**src/hw/lmcd_pkg.sv**
```systemverilog
// Package for the motor command decoder: codes, offsets, resets and carriers
package lmcd_pkg;
    // ==========================================================
    // Command codes
    localparam logic [6:0] CMD_READ_POS = 7'h00;
    localparam logic [6:0] CMD_READ_FULL = 7'h01;
    localparam logic [6:0] CMD_READ_FUSE = 7'h02;
    localparam logic [6:0] CMD_READ_BRIEF = 7'h03;
    localparam logic [6:0] CMD_GO_SAFE = 7'h04;
    localparam logic [6:0] CMD_HALT = 7'h05;
    localparam logic [6:0] CMD_ZERO = 7'h06;
    localparam logic [6:0] CMD_TWO_TARGET = 7'h08;
    localparam logic [6:0] CMD_MOTION_CFG = 7'h09;
    localparam logic [6:0] CMD_FUSE_PROG = 7'h10;
    localparam logic [6:0] CMD_STALL_CFG = 7'h16;
    localparam logic [6:0] CMD_ABS_MOVE = 7'h0b;
    localparam logic [6:0] CMD_SHORT_1 = 7'h0c;
    localparam logic [6:0] CMD_SHORT_2 = 7'h0d;
    localparam logic [6:0] CMD_SHORT_4 = 7'h0e;
    localparam logic [6:0] CMD_MOVE_CFG = 7'h2f;
    localparam logic [6:0] CMD_RAMP_HALT = 7'h0f;
    // ==========================================================
    // Frame constants
    localparam logic [5:0] ID_READ6 = 6'h3d;
    localparam logic [5:0] ID_DIAG = 6'h3c;
    localparam logic [7:0] APP_CMD_BYTE = 8'h80;
    localparam logic [7:0] SLEEP_BYTE = 8'h00;
    localparam logic [7:0] FILL_BYTE = 8'hff;
    localparam logic [3:0] LEN_BRIEF = 4'h2;
    localparam logic [3:0] LEN_POS = 4'h4;
    localparam logic [3:0] LEN_PREP7 = 4'h2;
    localparam logic [3:0] LEN_LONG = 4'h8;
    localparam logic [1:0] SIZE_POS = 2'b10;
    localparam logic [1:0] SIZE_BRIEF = 2'b00;
    // ==========================================================
    // Register offsets and reset values
    localparam logic [7:0] OFS_NODE = 8'h00;
    localparam logic [7:0] OFS_FUSE = 8'h04;
    localparam logic [7:0] OFS_IDMAP = 8'h08;
    localparam logic [7:0] OFS_STATUS = 8'h0c;
    localparam logic [6:0] RST_NODE = 7'h00;
    localparam logic RST_SLEEP_PERMIT = 1'b0;
    localparam logic [5:0] RST_POS_ID = 6'h20;
    localparam logic [5:0] RST_BRIEF_ID = 6'h01;
    localparam int POS_ID_LSB = 0;
    localparam int BRIEF_ID_LSB = 8;
    localparam int SHORT_TGT_W = 11;
    // ==========================================================
    // Carriers
    typedef struct packed {
        logic [7:0] pid;
        logic [3:0] len;
        logic [7:0][7:0] data;
    } lmcd_frame_t;
    typedef struct packed {
        logic end_switch_state;
        logic supply_reset_flag;
        logic missed_step_flag;
        logic electrical_fault_flag;
        logic undervoltage_flag;
        logic thermal_shutdown_flag;
        logic thermal_warning_flag;
        logic [1:0] thermal_band;
    } lmcd_state_t;
    typedef enum logic [3:0] {
        ACT_NONE, ACT_SAFE, ACT_HALT, ACT_ZERO, ACT_TWO_TARGET, ACT_MOTION_CFG,
        ACT_FUSE_PROG, ACT_STALL_CFG, ACT_ABS, ACT_SHORT, ACT_MOVE_CFG,
        ACT_RAMP, ACT_SLEEP, ACT_STOP
    } lmcd_action_t;
    typedef struct packed {
        lmcd_action_t action;
        logic [15:0] target;
        logic [7:0][7:0] args;
    } lmcd_motion_t;
    typedef struct packed {
        logic [3:0] len;
        logic [7:0][7:0] data;
        logic [7:0] checksum;
    } lmcd_resp_t;
endpackage

```
**src/hw/lmcd_top.sv**
```systemverilog
// Motor command decoder: frame decode, position read-back and APB registers
//
// The APB register port and the placing of the registers were decided locally.
`timescale 1ns/1ps
module lmcd_top #(
    parameter logic [3:0] DEVICE_CODE = 4'h5 // Arbitrary identification value
) (
    input wire logic core_clk,
    input wire logic rst,
    input wire logic psel,
    input wire logic penable,
    input wire logic pwrite,
    input wire logic [7:0] paddr,
    input wire logic [31:0] pwdata,
    output logic pready,
    output logic [31:0] prdata,
    output logic pslverr,
    input wire logic rx_valid,
    input wire lmcd_pkg::lmcd_frame_t rx_frame,
    input wire logic hdr_valid,
    input wire logic [7:0] hdr_pid,
    input wire logic [15:0] current_position,
    input wire lmcd_pkg::lmcd_state_t node_state,
    output logic resp_valid,
    output lmcd_pkg::lmcd_resp_t resp,
    output logic motion_valid,
    output lmcd_pkg::lmcd_motion_t motion
);
    // ==========================================================
    // Helpers
    // Protected identifier from a 6-bit frame identifier
    function automatic logic [7:0] prot_id(input logic [5:0] id);
        logic p0;
        logic p1;
        p0 = id[0] ^ id[1] ^ id[2] ^ id[4];
        p1 = ~(id[1] ^ id[3] ^ id[4] ^ id[5]);
        return {p1, p0, id};
    endfunction

    // Classic checksum: carry-folded sum, inverted
    function automatic logic [7:0] csum(input logic [7:0][7:0] d, input logic [3:0] n);
        logic [8:0] acc;
        acc = 9'h000;
        for (int i = 0; i < 8; i++)
        begin
            if (4'(i) < n)
            begin
                acc = {1'b0, acc[7:0]} + {1'b0, d[i]} + {8'h00, acc[8]};
            end
        end
        acc = {1'b0, acc[7:0]} + {8'h00, acc[8]};
        return ~acc[7:0];
    endfunction

    // Action for commands carried with a command byte (types 1, 3, 4)
    function automatic lmcd_pkg::lmcd_action_t act_of(input logic [6:0] c,
                                                      input logic wide);
        case (c)
            lmcd_pkg::CMD_GO_SAFE: return wide ? lmcd_pkg::ACT_NONE : lmcd_pkg::ACT_SAFE;
            lmcd_pkg::CMD_HALT: return wide ? lmcd_pkg::ACT_NONE : lmcd_pkg::ACT_HALT;
            lmcd_pkg::CMD_ZERO: return wide ? lmcd_pkg::ACT_NONE : lmcd_pkg::ACT_ZERO;
            lmcd_pkg::CMD_RAMP_HALT: return wide ? lmcd_pkg::ACT_NONE : lmcd_pkg::ACT_RAMP;
            lmcd_pkg::CMD_TWO_TARGET:
                return wide ? lmcd_pkg::ACT_TWO_TARGET : lmcd_pkg::ACT_NONE;
            lmcd_pkg::CMD_MOTION_CFG:
                return wide ? lmcd_pkg::ACT_MOTION_CFG : lmcd_pkg::ACT_NONE;
            lmcd_pkg::CMD_FUSE_PROG:
                return wide ? lmcd_pkg::ACT_FUSE_PROG : lmcd_pkg::ACT_NONE;
            lmcd_pkg::CMD_STALL_CFG:
                return wide ? lmcd_pkg::ACT_STALL_CFG : lmcd_pkg::ACT_NONE;
            lmcd_pkg::CMD_ABS_MOVE: return lmcd_pkg::ACT_ABS;
            default: return lmcd_pkg::ACT_NONE;
        endcase
    endfunction

    // ==========================================================
    // Registers
    logic pready_r;
    logic [31:0] prdata_r;
    logic pslverr_r;
    logic [6:0] node_r;
    logic sleep_permit_r;
    logic [5:0] pos_id_r;
    logic [5:0] brief_id_r;
    logic pend_r;
    logic pend_nxt;
    logic [7:0] last_cmd_r;
    logic [7:0] perr_cnt_r;
    logic resp_valid_r;
    lmcd_pkg::lmcd_resp_t resp_r;
    logic motion_valid_r;
    lmcd_pkg::lmcd_motion_t motion_r;

    // ==========================================================
    // Received frame decode
    wire [5:0] rx_id = rx_frame.pid[5:0]; // Any identifier, dynamic ones included
    wire rx_par_ok = rx_frame.pid == prot_id(rx_id);
    wire rx_ok = rx_valid && rx_par_ok;
    wire diag_id = rx_id == lmcd_pkg::ID_DIAG;
    // Leading application byte shifts the payload by one (types 4 and 8)
    wire wide = rx_frame.len == lmcd_pkg::LEN_LONG &&
                rx_frame.data[0] == lmcd_pkg::APP_CMD_BYTE;
    wire [7:0] cmd_byte = wide ? rx_frame.data[1] : rx_frame.data[0];
    wire [7:0] addr_byte = wide ? rx_frame.data[2] : rx_frame.data[1];
    wire [15:0] abs_tgt = wide ? {rx_frame.data[3], rx_frame.data[4]}
                               : {rx_frame.data[2], rx_frame.data[3]};
    wire app_f = cmd_byte[7] && !(diag_id && rx_frame.data[0] == lmcd_pkg::SLEEP_BYTE);
    wire sleep_f = diag_id && rx_frame.data[0] == lmcd_pkg::SLEEP_BYTE;
    wire addr_hit = addr_byte[6:0] == node_r;
    // Broadcast bit low overrides the address compare
    wire write_hit = addr_hit || !addr_byte[7];
    wire read_hit = addr_byte[7] && addr_hit;
    wire lmcd_pkg::lmcd_action_t app_act = act_of(cmd_byte[6:0], wide);

    // Type 2 short frames: command byte has bit 7 clear, payload packed after it
    wire short_f = !diag_id && !rx_frame.data[0][7];
    wire [6:0] short_code = rx_frame.data[0][6:0];
    wire [55:0] short_p = rx_frame.data[7:1];
    wire short_hit = short_p[6:0] == node_r || !short_p[7];
    wire [1:0] slot = short_code == lmcd_pkg::CMD_SHORT_4 ? node_r[1:0] : {1'b0, node_r[0]};
    wire [5:0] slot_lsb = 6'(slot) * 6'd11;
    wire [10:0] grp_tgt = short_p[slot_lsb +: lmcd_pkg::SHORT_TGT_W];
    wire [10:0] one_tgt = short_p[18:8];
    wire grp_code = short_code == lmcd_pkg::CMD_SHORT_2 ||
                    short_code == lmcd_pkg::CMD_SHORT_4;
    wire one_code = short_code == lmcd_pkg::CMD_SHORT_1 ||
                    short_code == lmcd_pkg::CMD_MOVE_CFG;
    wire short_go = short_f && (grp_code || (one_code && short_hit));
    wire [10:0] short_tgt = grp_code ? grp_tgt : one_tgt;
    wire lmcd_pkg::lmcd_action_t short_act =
        short_code == lmcd_pkg::CMD_MOVE_CFG ? lmcd_pkg::ACT_MOVE_CFG
                                             : lmcd_pkg::ACT_SHORT;

    // Final action selection
    wire lmcd_pkg::lmcd_action_t sleep_act =
        sleep_permit_r ? lmcd_pkg::ACT_SLEEP : lmcd_pkg::ACT_STOP;
    wire app_go = app_f && write_hit && app_act != lmcd_pkg::ACT_NONE;
    wire motion_go = rx_ok && (sleep_f || app_go || short_go);
    wire lmcd_pkg::lmcd_action_t new_act = sleep_f ? sleep_act
                                         : app_go ? app_act : short_act;
    // Short targets are half-steps, sign-extended to the position width
    wire [15:0] new_tgt = app_go ? abs_tgt
                                 : {{5{short_tgt[10]}}, short_tgt};

    // Position read-back preparation (types 7 and 8)
    wire prep7 = rx_frame.len == lmcd_pkg::LEN_PREP7 && !rx_id[5];
    wire prep8 = wide && diag_id;
    wire prep_f = rx_ok && app_f && (prep7 || prep8) && read_hit;
    wire prep_pos = prep_f && cmd_byte[6:0] == lmcd_pkg::CMD_READ_POS;

    // ==========================================================
    // Header decode and responses
    wire hdr_ok = hdr_valid && hdr_pid == prot_id(hdr_pid[5:0]);
    wire [5:0] hdr_id = hdr_pid[5:0];
    wire pos_hdr = hdr_ok && hdr_id == pos_id_r && hdr_id[5:4] == lmcd_pkg::SIZE_POS;
    wire brief_hdr = hdr_ok && hdr_id == brief_id_r &&
                     hdr_id[5:4] == lmcd_pkg::SIZE_BRIEF;
    wire read6_hdr = hdr_ok && hdr_id == lmcd_pkg::ID_READ6 && pend_r;
    // Brief state byte is shared by every response that reports it
    wire [7:0] brief_flags = {node_state.supply_reset_flag, node_state.missed_step_flag,
                              node_state.electrical_fault_flag, node_state.undervoltage_flag,
                              node_state.thermal_shutdown_flag,
                              node_state.thermal_warning_flag, node_state.thermal_band};
    wire [7:0] id_byte = {node_state.end_switch_state, node_r};
    // Reads only sample the flags; nothing is cleared on this path
    wire [7:0][7:0] pos_data = {lmcd_pkg::FILL_BYTE, lmcd_pkg::FILL_BYTE,
                                lmcd_pkg::FILL_BYTE, {DEVICE_CODE, 4'h8},
                                brief_flags, current_position[7:0],
                                current_position[15:8], id_byte};
    wire [7:0][7:0] brief_data = {48'hffffffffffff, brief_flags, id_byte};
    wire [3:0] new_len = brief_hdr ? lmcd_pkg::LEN_BRIEF
                       : pos_hdr ? lmcd_pkg::LEN_POS : lmcd_pkg::LEN_LONG;
    wire [7:0][7:0] new_data = brief_hdr ? brief_data : pos_data;
    wire resp_go = pos_hdr || brief_hdr || read6_hdr;

    // Pending indirect read: a new prep wins over a read in the same cycle
    always_comb
    begin
        pend_nxt = pend_r;
        if (read6_hdr)
        begin
            pend_nxt = 1'b0;
        end
        if (prep_f)
        begin
            pend_nxt = prep_pos;
        end
    end

    // ==========================================================
    // Frame-side state
    always_ff @(posedge core_clk or posedge rst)
    begin
        if (rst)
        begin
            pend_r <= 1'b0;
            resp_valid_r <= 1'b0;
            resp_r <= '0;
            motion_valid_r <= 1'b0;
            motion_r <= '0;
            last_cmd_r <= 8'h00;
            perr_cnt_r <= 8'h00;
        end
        else
        begin
            pend_r <= pend_nxt;
            resp_valid_r <= resp_go;
            if (resp_go)
            begin
                resp_r <= '{new_len, new_data, csum(new_data, new_len)};
            end
            motion_valid_r <= motion_go;
            if (motion_go)
            begin
                motion_r <= '{new_act, new_tgt, rx_frame.data};
                last_cmd_r <= {4'h0, new_act};
            end
            if (rx_valid && !rx_par_ok)
            begin
                perr_cnt_r <= perr_cnt_r + 8'h01; // Wraps; software takes deltas
            end
        end
    end

    // ==========================================================
    // APB slave: one wait state, registered answer
    wire apb_acc = psel && penable && !pready_r;
    wire apb_done = psel && penable && pready_r;
    wire a_node = paddr == lmcd_pkg::OFS_NODE;
    wire a_fuse = paddr == lmcd_pkg::OFS_FUSE;
    wire a_idmap = paddr == lmcd_pkg::OFS_IDMAP;
    wire a_stat = paddr == lmcd_pkg::OFS_STATUS;
    wire a_known = a_node || a_fuse || a_idmap || a_stat;
    wire [31:0] idmap_val = {18'h0, brief_id_r, 2'b00, pos_id_r};
    wire [31:0] rd_mux = a_node ? {25'h0, node_r}
                       : a_fuse ? {31'h0, sleep_permit_r}
                       : a_idmap ? idmap_val
                       : a_stat ? {15'h0, pend_r, perr_cnt_r, last_cmd_r} : 32'h0;
    wire wr_go = apb_done && pwrite;

    // Bus handshake and read data
    always_ff @(posedge core_clk or posedge rst)
    begin
        if (rst)
        begin
            pready_r <= 1'b0;
            prdata_r <= 32'h0;
            pslverr_r <= 1'b0;
        end
        else
        begin
            pready_r <= apb_acc;
            prdata_r <= (apb_acc && !pwrite) ? rd_mux : 32'h0;
            pslverr_r <= apb_acc && !a_known;
        end
    end

    // Writable registers; the fuse copy defaults to sleep disabled
    always_ff @(posedge core_clk or posedge rst)
    begin
        if (rst)
        begin
            node_r <= lmcd_pkg::RST_NODE;
            sleep_permit_r <= lmcd_pkg::RST_SLEEP_PERMIT;
            pos_id_r <= lmcd_pkg::RST_POS_ID;
            brief_id_r <= lmcd_pkg::RST_BRIEF_ID;
        end
        else if (wr_go)
        begin
            if (a_node)
            begin
                node_r <= pwdata[6:0];
            end
            if (a_fuse)
            begin
                sleep_permit_r <= pwdata[0];
            end
            if (a_idmap)
            begin
                pos_id_r <= pwdata[lmcd_pkg::POS_ID_LSB +: 6];
                brief_id_r <= pwdata[lmcd_pkg::BRIEF_ID_LSB +: 6];
            end
        end
    end

    assign pready = pready_r;
    assign prdata = prdata_r;
    assign pslverr = pslverr_r;
    assign resp_valid = resp_valid_r;
    assign resp = resp_r;
    assign motion_valid = motion_valid_r;
    assign motion = motion_r;
endmodule

```
**config.mk**
```make
export PLATFORM = sky130hd
export DESIGN_NAME = lmcd_top
export DESIGN_NICKNAME = d
export VERILOG_FILES = /design/src/hw/lmcd_pkg.sv /design/src/hw/lmcd_top.sv
export SDC_FILE = /design/constraint.sdc
export NUM_CORES = 1
export LEC_CHECK = 0
export BUFFER_PORTS_ARGS = -buffer_cell sky130_fd_sc_hd__buf_2
export CAP_MARGIN = 20
export CORE_ASPECT_RATIO = 0.6
export CORE_UTILIZATION = 45
export DETAILED_ROUTE_END_ITERATION = 6
export PLACE_DENSITY = 0.86
export SYNTH_ARGS = -nofsm -noshare
export SYNTH_HDL_FRONTEND = slang
export SYNTH_SLANG_ARGS = --single-unit
```
**constraint.sdc**
```tcl
create_clock -name core_clk -period 12.15 [get_ports core_clk]
set_input_delay 2.43 -clock core_clk [delete_from_list [all_inputs] [get_ports core_clk]]
set_output_delay 2.43 -clock core_clk [all_outputs]
set_load 0.05 [all_outputs]
```
* Yosys cells after proc, flatten, opt, wreduce, memory -nomap -nowiden
Index checks and enable logic that the tools add are counted.
** Storage, ports and cells
- Register bits :: 210
- Logic and storage cells :: 208
** Cells by class
- Shifts and indexed selects :: 1
- Bitwise operators :: 15
- Reductions and logical operators :: 63
- Muxes and demuxes :: 45
- Add/subtract/negate cells :: 16
- Order comparisons :: 8
- Eq/ne operators :: 28
- Multiply operators :: 1
** Operator list (number)
- 2-to-1 mux 9 bit :: 15
- 2-to-1 mux 17 bit :: 5
- adder 9 x 1 -> 9 bit :: 7
- indexed part select 56 x 7 -> 11 bit :: 1
- equality test 7 x 4 -> 1 bit, second input constant :: 7
- 2-to-1 mux 40 bit :: 1
- adder 8 x 8 -> 9 bit :: 4
- case mux 4 bit (9 select lines) :: 1
- 2-to-1 mux 16 bit :: 2
- logical AND 1 bit :: 31
- adder 8 x 8 -> 9 bit, second input constant :: 3
- 2-to-1 mux 8 bit :: 3
- equality test 7 x 3 -> 1 bit, second input constant :: 3
- 2-to-1 mux 4 bit :: 5
- equality test 8 x 4 -> 1 bit, second input constant :: 2
- zero test 8 bit :: 2
- < comparator 3 x 4 -> 1 bit, first input constant :: 4
- equality test 7 x 5 -> 1 bit, second input constant :: 2
- equality test 7 bit :: 2
- logical OR 1 bit :: 13
- equality test 6 bit :: 2
- equality test 6 bit, second input constant :: 2
- 2-to-1 mux 3 bit :: 4
- XOR 1 bit :: 12
- 23 further kinds :: 44

* Depth between registers and ports, before layout
Gate-level depths: netlist of the first run.
- Word-level depth :: 43
- Depth in mapped cells :: 70
- Mapped depth without buffers :: 68

* Worst setup path before layout of the first run
Ideal clock, no wire load.
- Kind :: input port to flip-flop
- From :: in hdr_pid[1]
- To :: reg resp_r (netlist bit resp[6])
- Arrival time :: 14.994 ns
- Path slack :: -2.980 ns
- Stages on the path :: 70
- Data required time :: 12.014 ns
- Path through :: inv_1 ha_1 xor2_1 xnor2_1 or4_1 buf_2 buf_2 clkbuf_1 clkbuf_1 nand2_1 nand2_1 ha_1 fa_1 o21ai_0 a21oi_1 o21ai_0 a21oi_1 o21ai_1 [34 not listed] nand2_1 ha_1 ha_1 nand2_1 or3_1 inv_1 nand4_1 nand2_1 ha_1 ha_1 nand3_1 o31a_1 ha_1 ha_1 and3_1 nand3_1 xnor2_1 o21ai_1
** RTL lines
- from (decl) :: RTL line lmcd_top.sv:21 : input wire logic [7:0] hdr_pid,
- to (signal assigned) :: RTL line lmcd_top.sv:210 : resp_r <= '{new_len, new_data, csum(new_data, new_len)};
- to (decl) :: RTL line lmcd_top.sv:90 : lmcd_pkg::lmcd_resp_t resp_r;

==> results of run 1 <==
routing by layer:
metal  up-vias  wire, um  GRT usage
met2       561     15870     0.4103
met1      5128     17360     0.4295
li1       4792         -          -
met4         0       935     0.1060
met5         -         0          0
met3        62      4218     0.1060
area by class of cell:
class                      instances  share of cell area
clock buffer                      19             0.02911
clock inverter                    13            0.009457
inverter                          34            0.009539
multi-input combinational        829              0.4280
sequential                       177              0.2913
tap                              322             0.02648
timing repair buffer             518              0.2062
what timing repair did:
action	4_1_cts	5_1_grt
endpoints found under the setup margin	8	8
buffers inserted	33	9
pin swaps	51	12
gates resized for setup	26	22
metrics by stage:
| stage | worst slack [ps] | TNS (ps) |
|---|---|---|
| finish | -1482 | -10890 |
| global route | -1934 | -14400 |
| CTS | -1310 | -9239 |
| detailed placement | -2464 | -18360 |
| global placement | -2103 | -15670 |
| floorplan | -2107 | -15500 |
state kept, by name, indices dropped and copies added (netlist names):
register and count:
prdata 16, brief_id_r 6, pslverr 1, perr_cnt_r 8, resp_valid 1, motion 84, node_r 7, sleep_permit_r 1
pready 1, pend_r 1, motion_valid 1, resp 44, pos_id_r 6
cells by family (layout without fill, tap and decap cells):
group	after synthesis	count (layout)	share of synthesized area
muxes	142	142	0.1517
buffers and inverters	137	584	0.06325
and+or+nand+nor	354	354	0.1518
adders and majority gates	46	46	0.05572
DFF	177	177	0.3979
other	1	17	0.0003367
AOI/OAI and AO/OA	184	184	0.1067
xor gates and xnor gates	86	86	0.07258
cell usage after synthesis, types with 4 or more instances:
| master | count |
|---|---|
| a21o_1 | 12 |
| nor2_1 | 99 |
| and2_1 | 16 |
| xnor2_1 | 60 |
| nor4_1 | 8 |
| dfrtp_1 | 175 |
| nand3_1 | 27 |
| a31oi_1 | 11 |
| buf_4 | 48 |
| mux2_2 | 104 |
| a211oi_1 | 13 |
| o31ai_1 | 5 |
| nand2b_1 | 22 |
| clkbuf_1 | 39 |
| o21ai_0 | 35 |
| buf_1 | 8 |
| and3_1 | 12 |
| or3_1 | 10 |
| mux4_2 | 11 |
| nor3_1 | 22 |
| fa_1 | 7 |
| o22ai_1 | 4 |
| xor2_1 | 21 |
| inv_1 | 32 |
| o211ai_1 | 7 |
| nand2_1 | 104 |
| nor2b_1 | 9 |
| nand4_1 | 8 |
| mux2i_1 | 27 |
| ha_1 | 36 |
| o21ai_1 | 5 |
| o31a_1 | 4 |
| a21oi_1 | 54 |
| buf_2 | 8 |
how the worst max path moves through the flow:
stage / from / end / slack, ps / depth (start not counted)
2_1_floorplan: hdr_pid[1] / resp[7]$_DFFE_PP0P_ / -2110 / 70
3_3_place_gp: hdr_pid[1] / resp[7]$_DFFE_PP0P_ / -2100 / 66
3_5_place_dp: hdr_pid[1] / resp[7]$_DFFE_PP0P_ / -2460 / 66
4_1_cts: hdr_pid[1] / resp[7]$_DFFE_PP0P_ / -1310 / 68
5_1_grt: hdr_pid[1] / resp[6]$_DFFE_PP0P_ / -1930 / 72
6_report: hdr_pid[2] / resp[7]$_DFFE_PP0P_ / -1480 / 70
power by group:
part           total, uW  switching, uW  internal (uW)  leakage (uW)
registers            700           46.0            654       0.00239
logic               1460            821            641       0.00524
clock network        558            261            297      0.000289
==> metrics.cfg, run 1 <==
[setup_path]
crit-reg2reg-launch = brief_id_r[2]$_DFFE_PP0P_
start_kind = input port
crit_type = input port to flop
crit_fanout = 4
crit_path_top_delay_cell = or4_4
r2r_end = resp[7]$_DFFE_PP0P_
critical_path_arrival_ps = 13990
crit_path_frequent_cell = buf_4
path_buf_inv = 13
required_ps = 12510
cp_slowest_stage_delay_ps = 610
reg2reg_slack_ps = 190
worst_path_dominant_cell_family = simple AND/OR/NAND/NOR gates
crit_path_end_kind = flop
rr_worst_depth = 69

[die]
die_y_um = 123.9
fp-row-count = 44
ios = 352
start_util = 0.4598
design.core.area_mm2 = 0.02422
die_w_um = 205.1
die-area_mm2 = 0.02540

[final_layout]
fin_area_mm2 = 0.01521
final_cell_mix = buf_2 (313), buf_4 (199), dfrtp_1 (175)
seqCellArea_mm2 = 0.004432
diodes = 0
final_layout_size_suffix_gt1_frac = 0.4792
layout.cells.most_common = buf_2
syn2layout_area_growth_pct = 36.61
utilization = 0.6281
multi_input_area_mm2 = 0.006511
finalNonFillerCells = 1912
nFillCells = 2013
final_net_count = 1776

[outcome]
status = complete, but fails checks
violations = setup timing

[synth]
synth_ff_type = dfrtp_1
synth_area_leader_cell = dfrtp_1
synth.avg_cell_area_um2 = 9.882
synth_edf_count = 0
synth_async_sr_flop_share = 1.000
synth_top_cells_by_area = dfrtp_1 (39%), mux2_2 (11%), xnor2_1 (4.7%)
ys_types = 76
synth_cells = 1127
yosysSeqAreaShare = 0.3979
synth_top_area_frac = 0.3932
synth-seq-cells = 177
syn-cell-area_mm2 = 0.01114
ys_warn_count = 0

[global_routing]
overflow = 0
grt_max_degree = 107
grt_antenna_before_repair = 0
grt_pass1_wl_um = 56780
grt_usage = 0.2989
grt_pass1_vias = 10143

[route]
drt_iter0_markers = 908
num_vias = 10543
viasPerCell = 5.514
first_pass_iters = 5
drcViolationCount = 0
post_drt_wl_per_cell_um = 20.07
totalWireLength_um = 38380
ant_nets = 0

[clock_network]
cts_root_buf = clkbuf_16
cts.sinks = 177
path_clk_slew_ps = 70
clock_latency_ps = 450
cts_inserted_buffers = 17
htreeDepth = 4
hold_buffers = 0
tritoncts = done
clock_path_buffers = 2

[power_and_ir_drop]
finalPower_uw = 2720
p_leak_uw = 0.007913
ir_worst_vdd_uv = 105.7
power_density_mw_per_mm2 = 178.7

[timing]
fin_crit_ps = 13630
fin_crit_sh = 1.122
max_freq_mhz = 73.36
maxSlewViolCount = 0
finClkSkew_ps = 12.91
hold_violations = 0
worst_slew_pin_slew_ps = 1099
fin_ws_ps = -1482
holdWs_ps = 475.6
relSlewSlack = 0.2673
setup-violations-final = 8
rsz0062_at_grt = true

[place]
placed_area_mm2 = 0.01407
gp_congestion = 0.9215
place.port_buffers = 315
dp_hpwl_um = 29040
dp.cells = 1838

[worst_hold_path]
hp-start = perr_cnt_r[7]$_DFFE_PP0P_
min_path_type = flop to flop
hold_depth = 1
hold_path_end = perr_cnt_r[7]$_DFFE_PP0P_

[run]
maxCapViolCount = 0

Note: power is estimated with default switching activity, not from simulation.
==> run 2: changes to the inputs <==
--- a/config.mk
+++ b/config.mk
@@ -8,9 +8,9 @@
 export BUFFER_PORTS_ARGS = -buffer_cell sky130_fd_sc_hd__buf_2
 export CAP_MARGIN = 20
 export CORE_ASPECT_RATIO = 0.6
-export CORE_UTILIZATION = 45
+export CORE_UTILIZATION = 47
 export DETAILED_ROUTE_END_ITERATION = 6
-export PLACE_DENSITY = 0.86
+export PLACE_DENSITY = 0.88
 export SYNTH_ARGS = -nofsm -noshare
 export SYNTH_HDL_FRONTEND = slang
 export SYNTH_SLANG_ARGS = --single-unit
==> run 2 against run 1 <==
  * The flow still finishes with violations (setup timing)
  * Worst setup slack worse by 180 ps
  * Power up 0.96%
  * Global-route usage up 1.4 points
  * Final area up 0.41%
  * Sequential power about the same
  * Die area down 4.2%
  * Clock-buffer cell count down 1
  * Clock power down 0.7%
  * Fmax down 1.3%
  * Via count up 1.1%
  * Critical path type unchanged
==> metrics.cfg, run 2 (same netlist as run 1, synthesis figures left out) <==
[route]
first_pass_iters = 6  ; +1
ant_nets = 0  ; unchanged
viasPerCell = 5.573  ; +1.1%
post_drt_wl_per_cell_um = 19.99  ; -0.39%
drt_iter0_markers = 1165  ; +28%
drcViolationCount = 0  ; unchanged
totalWireLength_um = 38240  ; -0.34%
num_vias = 10661  ; +1.1%

[clock_network]
htreeDepth = 4  ; unchanged
path_clk_slew_ps = 80  ; about the same
clock_latency_ps = 440  ; about the same
cts.sinks = 177  ; unchanged
cts_root_buf = clkbuf_16
tritoncts = done
clock_path_buffers = 2  ; unchanged
cts_inserted_buffers = 17  ; unchanged

[setup_path]
path_buf_inv = 14  ; +1
crit-reg2reg-launch = brief_id_r[0]$_DFFE_PP1P_
crit_type = input port to flop
crit_fanout = 3  ; -1
crit_path_frequent_cell = buf_4
rr_worst_depth = 68  ; -1.4%
crit_path_end_kind = flop
cp-endpoint = resp[7]$_DFFE_PP0P_
reg2reg_slack_ps = 120  ; -70 ps
r2r_end = resp[7]$_DFFE_PP0P_
setup.worst_path.start = hdr_pid[1]
crit_path_top_delay_cell = or4_4
start_kind = input port
cp_slowest_stage_delay_ps = 580  ; -30 ps
required_ps = 12490  ; -20 ps
worst_path_dominant_cell_family = compound AO/OA/AOI/OAI gates
cp_num_cells = 71  ; +1.4%
critical_path_arrival_ps = 14150  ; +160 ps

[timing]
worst_slew_pin_slew_ps = 1090  ; -9.026 ps
fin_crit_ps = 13810  ; +181.5 ps
fin_ws_ps = -1663  ; -181.5 ps
max_freq_mhz = 72.40  ; -1.3%
fin_setup_tns_ps = -11930  ; -1035 ps
hold_violations = 0  ; unchanged
maxSlewViolCount = 0  ; unchanged
setup-violations-final = 8  ; unchanged
rsz0062_at_grt = true
relSlewSlack = 0.2733  ; +0.006017
holdWs_ps = 466.0  ; -9.562 ps
fin_crit_sh = 1.137  ; +0.01494
finClkSkew_ps = 15.04  ; +2.133 ps

[worst_hold_path]
hold_depth = 2  ; +1
min_path_type = flop to flop

[die]
die_y_um = 121.2  ; -2.1%
ios = 352  ; unchanged
die_w_um = 200.7  ; -2.1%
start_util = 0.4803  ; +0.02052
fp-row-count = 43  ; -2.3%
die-area_mm2 = 0.02433  ; -4.2%
design.core.area_mm2 = 0.02319  ; -4.3%

[global_routing]
top_usage_layer = met1
grt_pass1_wl_um = 58350  ; +2.8%
grt.met3_usage = 0.08163  ; -0.02433
grt_usage = 0.3128  ; +0.01388
grt_max_degree = 111  ; +3.7%
grt_antenna_before_repair = 4  ; +4
gr-usage-met1 = 0.4581  ; +0.02861
overflow = 0  ; unchanged
use_met2 = 0.4572  ; +0.04699
grt_pass1_vias = 10373  ; +2.3%

[outcome]
status = complete, but fails checks
violations = setup timing

[final_layout]
largest_reg_flops = 84  ; unchanged
final_layout_size_suffix_gt1_frac = 0.4818  ; +0.002584
final_cell_mix = buf_2 (313), buf_4 (202), dfrtp_1 (175)
final_net_count = 1782  ; +0.34%
layout.cells.most_common = buf_2
syn2layout_area_growth_pct = 37.18
nFillCells = 1813  ; -9.9%

[power_and_ir_drop]
ir_worst_vdd_uv = 98.26  ; -7.0%
power_density_mw_per_mm2 = 179.7  ; +0.54%
p_leak_uw = 0.007934  ; +0.27%

[place]
place.port_buffers = 315  ; unchanged
gp_congestion = 0.9737  ; +5.7%
dp_hpwl_um = 28900  ; -0.50%

[run]
maxCapViolCount = 0  ; unchanged

==> run 2: cell count changes in the layout (fill, tap and decap cells not counted), moves of 2 or more <==
cell,change
buf_4,+3
clkinv_4,+3
nand3_2,+3
nor2b_2,+3
and3_1,+2
and3_4,-2
buf_6,+2
clkinv_2,-2
diode_2,+2
nand2_1,+2
nand2_2,-2
nand3_4,-2
nor2b_1,-2
o31ai_2,+2
==> run 2: worst min-delay path, cell delays in order, from the launching register on <==
cell     delay [ps]
dfrtp_1         340
nand2_1          50
nand2_1          50
==> run 2: power by group <==
part	switching, uW	total [uW]	internal, uW
combinational	828	1490	664
clock	275	554	279
sequential	45.6	699	654
==> run 2: worst min-delay path by stage <==
stage	start	end	slack [ps]
after detailed placement	resp[9]$_DFFE_PP0P_	resp[9]$_DFFE_PP0P_	450
after global placement	resp[9]$_DFFE_PP0P_	resp[9]$_DFFE_PP0P_	450
after floorplan	perr_cnt_r[7]$_DFFE_PP0P_	perr_cnt_r[7]$_DFFE_PP0P_	440
final	resp[9]$_DFFE_PP0P_	resp[9]$_DFFE_PP0P_	470
after global routing	perr_cnt_r[6]$_DFFE_PP0P_	perr_cnt_r[6]$_DFFE_PP0P_	510
after CTS	resp[9]$_DFFE_PP0P_	resp[9]$_DFFE_PP0P_	470
==> run 2: final cells by class <==
cell class / instances / area, um^2 / share of cell area
tap: 315 / 394.1 / 0.02580
antenna: 2 / 5.005 / 0.0003276
inverter: 34 / 147.6 / 0.009664
multi-input combinational: 829 / 6510 / 0.4261
sequential: 177 / 4432 / 0.2901
clock inverter: 14 / 140.1 / 0.009173
timing repair buffer: 524 / 3209 / 0.2101
clock buffer: 18 / 439.2 / 0.02875
==> run 2: metal layers <==
metal	wire, um	part of all wire	vias up
li1	-	-	4805
met1	17250	0.45	5175
met2	16390	0.43	607
met3	3937	0.10	70
met4	634	0.017	4
met5	33	0.00086	-
==> run 2: what timing repair did <==
action / in CTS / in global routing
resized for setup: 29 / 23
hold buffers: 0 / 0
buffers inserted: 37 / 13
pin swaps: 51 / 25
setup endpoints to repair: 8 / 8
hold endpoints to repair: 0 / 0
==> run 2: stage by stage <==
stage / instance area (um^2) / setup WS (ps) / total power, uW / std cells / util
finish: 15280 / -1663 / 2746 / 1913 / 0.6588
global route: 15280 / -2103 / 2875 / 1913 / 0.6588
CTS: 15050 / -1384 / 2669 / 1900 / 0.6489
detailed placement: 14060 / -2592 / 2037 / 1831 / 0.6063
global placement: 14060 / -2110 / 1986 / 1831 / 0.6063
floorplan: 11460 / -2107 / 1567 / 1143 / -
